<file path="src/design/clw_map.vh">
// Register map, field layout and timing constants for the comm-loss
// watchdog. Assumes 32-bit APB data and a 250 MHz system clock.
`ifndef CLW_MAP_VH
`define CLW_MAP_VH

// Register byte offsets
`define CLW_CTRL_OFS      12'h000
`define CLW_INTERVAL_OFS  12'h004
`define CLW_STATUS_OFS    12'h008
`define CLW_ERRCNT_OFS    12'h00c

// Control field positions
`define CLW_CTRL_NETMODE  0
`define CLW_CTRL_FLTCLR   1
`define CLW_CTRL_ALMSEL   4
`define CLW_ALMSEL_W      3
`define CLW_TERMINALS     7

// Status field positions
`define CLW_STAT_FAULT    0
`define CLW_STAT_ALARM    1
`define CLW_STAT_ARMED    2

// Interval in units of 0.1 s
`define CLW_INTERVAL_W    14
`define CLW_INTERVAL_OFF  14'h270f
`define CLW_INTERVAL_MAX  14'h270e
`define CLW_INTERVAL_RST  14'h270f
`define CLW_INTERVAL_NOW  14'h0000
`define CLW_INTERVAL_STEP 14'h0001

// Alarm terminal drive with every pin released
`define CLW_PINS_OFF      7'h00

// Tick period: 100 ms at 4 ns per cycle
`define CLW_TICK_MS       100
`define CLW_CLK_NS        4
`define CLW_TICK_CYCLES   ((`CLW_TICK_MS * 1000000) / `CLW_CLK_NS)

`define CLW_CNT_W         16
`endif

</file>
<file path="src/design/clw_tick.v">
// Tick generator: one-cycle pulse every PERIOD cycles while run is high.
// Assumes the same clock and synchronous reset as the watchdog core.
module clw_tick #(
  parameter PERIOD = 25000000
) (
  input  wire clock,
  input  wire rst,
  input  wire run,
  output reg  tick
);
  reg [31:0] count;

  always @(posedge clock) begin
    if (rst || !run) begin
      count <= 32'h0;
      tick  <= 1'b0;
    end else if (count == PERIOD - 1) begin
      count <= 32'h0;
      tick  <= 1'b1;
    end else begin
      count <= count + 32'h1;
      tick  <= 1'b0;
    end
  end
endmodule // clw_tick

</file>
<file path="src/design/clw_watchdog.v">
// Comm-loss watchdog: error counter, alarm output, signal-loss timer
// with an APB register port. Assumes the link receiver gives one-cycle
// frame and error strobes on this clock, and that the trip stops the drive;
// the trip itself is latched here until software clears it.
`include "clw_map.vh"

// How it works
// - Count errors from zero, readable over APB
// - Counter lives in flops, reset clears it
// - Alarm output while error present, selectable
// - Signal loss raises fault and trip
// - Interval 9999 disables loss supervision
// - Interval zero faults on entering network mode
// - 0.1 to 999.8 s interval supervises master
// - Any frame restarts check counter
// - Timer idle until first frame after entry
module clw_watchdog #(
  parameter TICK_CYCLES = `CLW_TICK_CYCLES
) (
  input  wire        clock,
  input  wire        rst,
  input  wire        psel,
  input  wire        penable,
  input  wire        pwrite,
  input  wire [11:0] paddr,
  input  wire [31:0] pwdata,
  output reg  [31:0] prdata,
  output wire        pready,
  output wire        pslverr,
  input  wire        frame_rx,
  input  wire        comm_error,
  output reg  [6:0]  comm_error_alarm_output,
  output reg  [6:0]  comm_error_alarm_oe,
  output reg         comm_loss_fault,
  output wire        drive_trip
);
  localparam ST_IDLE  = 3'b001;
  localparam ST_ARMED = 3'b010;
  localparam ST_TRIP  = 3'b100;

  reg [2:0]                  state;
  reg [2:0]                  next_state;
  reg                        net_mode;
  reg                        net_mode_d;
  reg [`CLW_ALMSEL_W-1:0]    alarm_sel;
  reg [`CLW_INTERVAL_W-1:0]  interval;
  reg [`CLW_INTERVAL_W-1:0]  elapsed;
  reg [`CLW_CNT_W-1:0]       comm_error_counter;
  reg                        alarm_level;
  wire                       tick;
  wire                       wr_en;
  wire                       rd_en;
  wire                       fault_clr;
  wire                       entering;
  wire                       lost;

  function addr_hit;
    input [11:0] a;
    input [11:0] ofs;
    begin
      addr_hit = (a == ofs);
    end
  endfunction

  function supervised;
    input [`CLW_INTERVAL_W-1:0] iv;
    begin
      supervised = (iv != `CLW_INTERVAL_NOW) &&
                   (iv != `CLW_INTERVAL_OFF) &&
                   (iv <= `CLW_INTERVAL_MAX);
    end
  endfunction

  assign pready  = 1'b1;
  assign wr_en   = psel && penable && pwrite;
  // Read data is loaded in the setup cycle, so it already stands as a
  // flop output when the zero-wait access edge takes it
  assign rd_en   = psel && !penable && !pwrite;
  // Unmapped offsets answer with an error and change nothing
  assign pslverr = psel && penable &&
                   !(addr_hit(paddr, `CLW_CTRL_OFS) ||
                     addr_hit(paddr, `CLW_INTERVAL_OFS) ||
                     addr_hit(paddr, `CLW_STATUS_OFS) ||
                     addr_hit(paddr, `CLW_ERRCNT_OFS));
  assign fault_clr = wr_en && addr_hit(paddr, `CLW_CTRL_OFS) &&
                     pwdata[`CLW_CTRL_FLTCLR];
  // Rising edge of net mode; the delayed copy resets low like the mode
  assign entering  = net_mode && !net_mode_d;
  assign drive_trip = comm_loss_fault;

  // Writes; read-only registers ignore them without error
  always @(posedge clock) begin
    if (rst) begin
      net_mode  <= 1'b0;
      alarm_sel <= {`CLW_ALMSEL_W{1'b0}};
      interval  <= `CLW_INTERVAL_RST;
    end else if (wr_en) begin
      if (addr_hit(paddr, `CLW_CTRL_OFS)) begin
        net_mode  <= pwdata[`CLW_CTRL_NETMODE];
        alarm_sel <= pwdata[`CLW_CTRL_ALMSEL +: `CLW_ALMSEL_W];
      end
      if (addr_hit(paddr, `CLW_INTERVAL_OFS))
        interval <= pwdata[`CLW_INTERVAL_W-1:0];
    end
  end

  always @(posedge clock) begin
    if (rst) begin
      prdata <= 32'h0;
    end else if (rd_en) begin
      prdata <= 32'h0;
      if (addr_hit(paddr, `CLW_CTRL_OFS)) begin
        prdata[`CLW_CTRL_NETMODE] <= net_mode;
        prdata[`CLW_CTRL_ALMSEL +: `CLW_ALMSEL_W] <= alarm_sel;
      end
      if (addr_hit(paddr, `CLW_INTERVAL_OFS))
        prdata[`CLW_INTERVAL_W-1:0] <= interval;
      if (addr_hit(paddr, `CLW_STATUS_OFS)) begin
        prdata[`CLW_STAT_FAULT] <= comm_loss_fault;
        prdata[`CLW_STAT_ALARM] <= alarm_level;
        prdata[`CLW_STAT_ARMED] <= (state == ST_ARMED);
      end
      if (addr_hit(paddr, `CLW_ERRCNT_OFS))
        prdata[`CLW_CNT_W-1:0] <= comm_error_counter;
    end
  end

  always @(posedge clock) begin
    if (rst)
      comm_error_counter <= {`CLW_CNT_W{1'b0}};
    // Saturates so a long burst never reads back as a small count
    // saturating error count
    else if (comm_error && comm_error_counter != {`CLW_CNT_W{1'b1}})
      comm_error_counter <= comm_error_counter + {{`CLW_CNT_W-1{1'b0}}, 1'b1};
  end

  always @(posedge clock) begin
    if (rst) begin
      alarm_level             <= 1'b0;
      comm_error_alarm_output <= `CLW_PINS_OFF;
      comm_error_alarm_oe     <= `CLW_PINS_OFF;
    end else begin
      alarm_level <= comm_error;
      // Open collector: pull low only on the selected terminal
      comm_error_alarm_output <= `CLW_PINS_OFF;
      comm_error_alarm_oe     <= `CLW_PINS_OFF;
      // A selection past the last terminal leaves every pin released
      if (alarm_sel < `CLW_TERMINALS)
        comm_error_alarm_oe[alarm_sel] <= comm_error;
    end
  end

  // A frame also clears the prescaler, so the first tick after it is a
  // full 0.1 s away; otherwise a loss could be declared up to one tick
  // early
  clw_tick #(
    .PERIOD (TICK_CYCLES)
  ) u_tick (
    .clock (clock),
    .rst   (rst || frame_rx),
    .run   (state == ST_ARMED),
    .tick  (tick)
  );

  assign lost = tick && (elapsed + `CLW_INTERVAL_STEP >= interval);

  always @* begin
    next_state = state;
    case (state)
      ST_IDLE: begin
        if (entering && interval == `CLW_INTERVAL_NOW)
          next_state = ST_TRIP;
        else if (net_mode && frame_rx && supervised(interval))
          next_state = ST_ARMED;
      end
      ST_ARMED: begin
        // Leaving network mode drops supervision until a new first frame
        if (!net_mode)
          next_state = ST_IDLE;
        else if (lost && !frame_rx)
          next_state = ST_TRIP;
      end
      ST_TRIP: begin
        // Only a clear releases the trip; leaving network mode does not,
        // so the drive stays stopped until software acknowledges it
        if (fault_clr)
          next_state = ST_IDLE;
      end
      default: next_state = ST_IDLE;
    endcase
  end

  always @(posedge clock) begin
    if (rst) begin
      state           <= ST_IDLE;
      net_mode_d      <= 1'b0;
      elapsed         <= {`CLW_INTERVAL_W{1'b0}};
      comm_loss_fault <= 1'b0;
    end else begin
      state      <= next_state;
      net_mode_d <= net_mode;
      if (frame_rx || state != ST_ARMED)
        elapsed <= {`CLW_INTERVAL_W{1'b0}};
      else if (tick)
        elapsed <= elapsed + `CLW_INTERVAL_STEP;
      // Taken from next_state so fault and state move on one edge
      // latch fault until cleared
      comm_loss_fault <= (next_state == ST_TRIP);
    end
  end
endmodule // clw_watchdog

</file>
<file path="config.mk">
export PLATFORM = sky130hd
export DESIGN_NAME = clw_watchdog
export DESIGN_NICKNAME = d
export VERILOG_FILES = /design/src/design/clw_tick.v /design/src/design/clw_watchdog.v
export VERILOG_INCLUDE_DIRS = /design/src /design/src/design
export SDC_FILE = /design/constraint.sdc
export NUM_CORES = 1
export LEC_CHECK = 0
export ABC_AREA = 1
export ABC_CLOCK_PERIOD_IN_PS = 5700
export BUFFER_PORTS_ARGS = -buffer_cell sky130_fd_sc_hd__buf_4
export CAP_MARGIN = 10
export CORE_MARGIN = 1.5
export CORE_UTILIZATION = 62
export CTS_CLUSTER_SIZE = 24
export DETAILED_ROUTE_END_ITERATION = 8
export PLACE_DENSITY = 0.86
export SYNTH_ARGS = -nofsm -noshare
export SYNTH_HDL_FRONTEND = slang
export SYNTH_SLANG_ARGS = --single-unit
export TNS_END_PERCENT = 50
</file>
<file path="constraint.sdc">
create_clock -name clock -period 5.7 [get_ports clock]
set_input_delay 1.14 -clock clock [delete_from_list [all_inputs] [get_ports clock]]
set_output_delay 1.14 -clock clock [all_outputs]
set_load 0.1 [all_outputs]
</file>
After elaboration in Yosys (flattened, before gate mapping)
Index checks and enable logic that the tools add are counted.

$add $sub $neg: 3. $lt $le $gt $ge: 5. Eq/ne operators: 11. Muxes and demuxes: 14. Bitwise logic cells: 2. Reduce and logical (&&, ||, !) cells: 37.

Operators by type and width (number): adder 32 x 1 -> 32 bit (second input constant) (1); equality test 32 x 25 -> 1 bit (second input constant) (1); equality test 12 x 4 -> 1 bit (second input constant) (2); 2-to-1 mux 3 bit (7); logical AND 1 bit (17); adder 16 x 1 -> 16 bit (second input constant) (1); 2-to-1 mux 16 bit (1); inequality test 16 bit (second input constant) (1); adder 14 x 1 -> 14 bit (second input constant) (1); greater-or-equal comparator 14 bit (1); <= comparator 14 bit (second input constant) (1); logical NOT 14 bit (1); 2-to-1 mux 14 bit (1); inequality test 14 bit (second input constant) (1); nonzero test 14 bit (1); equality test 12 x 3 -> 1 bit (second input constant) (1); logical NOT 12 bit (1); case mux 3 bit (3 select lines) (1); AND 7 bit (1); equality test 3 bit (second input constant) (2); logical NOT 1 bit (6); logical OR 1 bit (6); OR reduction 2 bit (3); < comparator 3 x 4 -> 1 bit (second input constant) (1); 9 further kinds (12).

Register bits after elaboration: 110. Input bits: 51. Output and inout bits: 50.

Depth between registers and ports, before layout
Word-level depth: 8. Gate-level depth with buffers: 16. Gate-level depth less buffers: 16.

By module
A second synthesis with hierarchy kept.

Cell total of the unflattened synthesis: 922. Area total of the unflattened synthesis: 6209.7 um^2.

By module, submodules not included: clw_watchdog (times used 1, cells each 614, area each 4314.1 um^2); clw_tick (times used 1, cells each 308, area each 1895.6 um^2).

Worst setup path after synthesis
OpenSTA, ideal clock, no wires.

Path kind: input to output. Start: input paddr[7]. End: output pslverr. Arrival: 3.429 ns. Data required time: 4.560 ns. Path slack: 1.131 ns. Stages: 8. Cells stage by stage: nor2_1 > nand2_1 > nor2_1 > buf_4 > nand2_2 > buf_2 > nand4_1 > a31oi_1.

Word-level cells in the longest chain between the ends: 6. Elaborated cells between the ends (all ways): 9.

Ends and longest elaborated chain: start: declaration (RTL line clw_watchdog.v:25) `input wire [11:0] paddr,`; equality test 12 x 3 -> 1 bit or logical NOT 12 bit (tied branches) (RTL line clw_watchdog.v:61) `addr_hit = (a == ofs);`; logical OR 1 bit (2 in series) (RTL line clw_watchdog.v:81) `` !(addr_hit(paddr, `CLW_CTRL_OFS) || ``; logical OR 1 bit * (RTL line clw_watchdog.v:81); logical NOT 1 bit * (RTL line clw_watchdog.v:81); logical AND 1 bit * (RTL line clw_watchdog.v:80) `assign pslverr = psel && penable &&`; end: declaration (RTL line clw_watchdog.v:29) `output wire pslverr,`.

Every way passes the cells marked *; elsewhere a longest branch is shown, timed or not.

Final worst setup path
Start: input paddr[11]. End: output pslverr.

Same word-level chain as after synthesis.

==> reports/results.txt <==
Critical-path cell list - buf_4 > nor2_1 > nand2_1 > nor2_1 > nand2_2 > nand4_1 > a31oi_1 > buf_4
Number of global-route vias before repair - 5,610
R2R cell count - 9
Max-cap violation count - 0
CP startpoint kind - input port
FF-to-FF Start - comm_error_counter[0]
I/O pin total - 101
Max incr delay on CP - 580 ps
Clock power frac - 29.9%
Placed cell area - 6680 um^2
Filler instances - 891
Setup TNS - 0 ps
Post-route cell area - 6824 um^2
Initial antenna violation count - 0
Final hold slack - 477.9 ps
Worst slew pin tran - 1108 ps
Area grow syn2layout - 8.150%
Die Wd - 103.9 um
Detailed-route via count - 6,092
DR iter-0 viols - 415
Antenna cells - 0
Int Pwr - 0.9565 mW
Cell Area, Synth - 6310 um^2
Core Footprint - 9819 um^2
Final period util - 71.16%
DRT antenna net count - 0
Clock Path Buffers - 2
Clk_lat worst skew - 400 ps
Total wire length - 15,070 um
Crit path DAT - 2920 ps
Worst Hold Class - reg2reg
Yosys warning count - 0
Gr ovfl total - 0
Hold Path Sink - prdata[15]
CTS Hold Bufs - 0
Syn Inst Count - 927
Die footprint - 10,790 um^2
Via density - 5.513
Final net count - 1,038
First-pass GRT wire length - 25,620 um
Crit-path max FO - 14
Slew Limit Fails - 0
Register area share after synthesis - 34.90%
LEAKAGE - 2.838 nW
H-Tree Depth - 3
Clock tree from TritonCTS - built
Netlist cell types - 45
Hold path start - prdata[15]
DR pass1 iterations - 5
WL/cell - 13.64 um
Status - completed
Power per cell area - 198.7 nW/um^2
Switching Share - 29.44%
GR Util All Layers - 28.75%
Gate power share - 12.7%
Seq pwr share - 57.4%
VDD IR-drop max - 0.0001787 V
Register area - 2202 um^2
Mapped Avg Cell Area - 6.807 um^2
Clock Tree Root - clkbuf_8
Drt drc - 0
Layout cells sized above 1 - 10.19%
# Post-CTS Setup Buffers - 0
Detailed placement HPWL - 11,160 um
Final Util - 69.50%
Port buffer count - 58
Post_cts resized - 0
Total clock sinks - 110
Die height - 103.9 um
RSZ-0062 raised after global routing - no
TritonCTS Buffers - 9
DP Cell Count - 1,092
Max_slew headroom - 26.02%
Critical path required time - 4560 ps
Post-synthesis sequential element count - 110
Worst Clk Skew - 17.78 ps
Hold Violations, Final - 0
Fmax achieved - 246.5 MHz
Worst path slowest cell - nor2_1
P_sw - 0.3991 mW
Post-route insts no fill - 1,105
Placer Congestion - 0.9423
Post-route total power - 1.356 mW
Footprint of the multi-input gates - 3372 um^2
R2R Setup Slk - 3260 ps
Setup WS post-layout - 1644 ps
Min Tclk post-route - 4056 ps
Hold depth - 2
Largest net degree at the start of global routing - 40
Worst Setup End Kind - output pin
Placement Setup Slack - 1693 ps
# setup viols final - 0
Reg2Reg Capture Point - comm_error_counter[5]
Rows - 36
CTS clk-pin slew, worst paths - 100 ps
Critical path type - in2out
Starting Density - 64.26%
cells in the final DEF (no fill, tap or decap), types with 17 or more instances in the layout:
cell type	count
o21ai_0	42
nand3_1	59
xor2_1	18
a21oi_1	62
nand2_1	197
nor2_1	99
buf_4	58
nor3_1	36
nand4_1	26
ha_1	17
conb_1	24
inv_1	132
dfxtp_1	110
worst max-delay path: cells and delay by family:
family                 cells  cell delay, ps
AND/OR/NAND/NOR            5            1340
buffers and inverters      2             370
AO/OA/AOI/OAI              1              60
worst max path at each step:
stage,from,endpoint
after floorplan,paddr[7],pslverr
after global placement,paddr[5],pslverr
after detailed placement,paddr[5],pslverr
after CTS,paddr[5],pslverr
after global routing,paddr[7],pslverr
final,paddr[11],pslverr
layout make-up:
cell class,instances,share of cell area [%]
repair buffers,58,6.381
clock buffers,11,1.925
clock inverters,2,0.1834
well taps,133,2.439
flip-flops and latches,110,32.27
multi-input cells,657,49.41
inverters,134,7.389
metal layers:
metal,part of all wire (%),track usage (%),up-vias
li1,-,-,3034
met1,43,37.58,2775
met2,47,47.45,263
met3,8.7,6.767,20
met4,1.3,8.135,0
met5,0,0,-
kinds of logic after synthesis:
logic type / count (synthesis) / share of synthesized area (%)
AO/OA/AOI/OAI: 132 / 11.70
other: 2 / 0.1190
adder cells (fa/ha/maj): 17 / 3.371
flip-flops: 110 / 34.90
buffers and inverters: 182 / 12.97
XOR/XNOR: 24 / 3.331
AND/OR/NAND/NOR: 460 / 33.61
Yosys cell counts:
master    instances  area share (%)
or2_2             3            0.30
inv_2             1           0.059
o22ai_1           6            0.59
nand2_2           2            0.20
nor2_4            5            0.89
nor3b_1           4            0.48
a211oi_1          1            0.12
and3_1            2            0.20
nand4_1          26             2.6
nor4_1            4            0.40
a21oi_1          62             4.9
nand3_2           3            0.48
buf_2             7            0.56
o21a_1            8            0.95
clkinv_2          1           0.079
nand3_4           2            0.56
or2_0             3            0.30
o21ai_4           1            0.26
o211ai_1          1            0.12
a31oi_1           1           0.099
o21bai_1          1            0.12
buf_1             1           0.059
o221ai_1          8             1.1
ha_1             17             3.4
clkbuf_1          9            0.54
nor2_2            6            0.59
xnor2_1           6            0.83
nand2_4           1            0.18
nand3_1          59             4.7
buf_4            27             3.2
xor2_1           18             2.5
nor3_1           36             2.9
nor2_1           99             5.9
nand2_1         197              12
and2_1            1           0.099
conb_1            2            0.12
nand3b_1          2            0.24
nor3_4            2            0.52
o21ai_0          42             3.3
clkbuf_2          1           0.079
nor3_2            3            0.48
inv_1           132             7.9
buf_6             3            0.54
o21ai_1           1           0.079
dfxtp_1         110              35
registers in the layout (all words and copies together), names as in the netlist:
register and cells:
u_tick.count 32, comm_error_counter 16, prdata 16, elapsed 14, interval 14, comm_error_alarm_oe 7, alarm_sel 3, state 3
alarm_level 1, comm_loss_fault 1, net_mode 1, net_mode_d 1, u_tick.tick 1
power by group through the flow:
stage	combinational, mW	sequential (mW)	clock [mW]
after floorplan	0.115	0.830	0
after CTS	0.171	0.778	0.413
after global routing	0.179	0.779	0.443
after global placement	0.170	0.796	0
final	0.172	0.778	0.406
after detailed placement	0.170	0.796	0
Power figures use the tool's default switching activity.
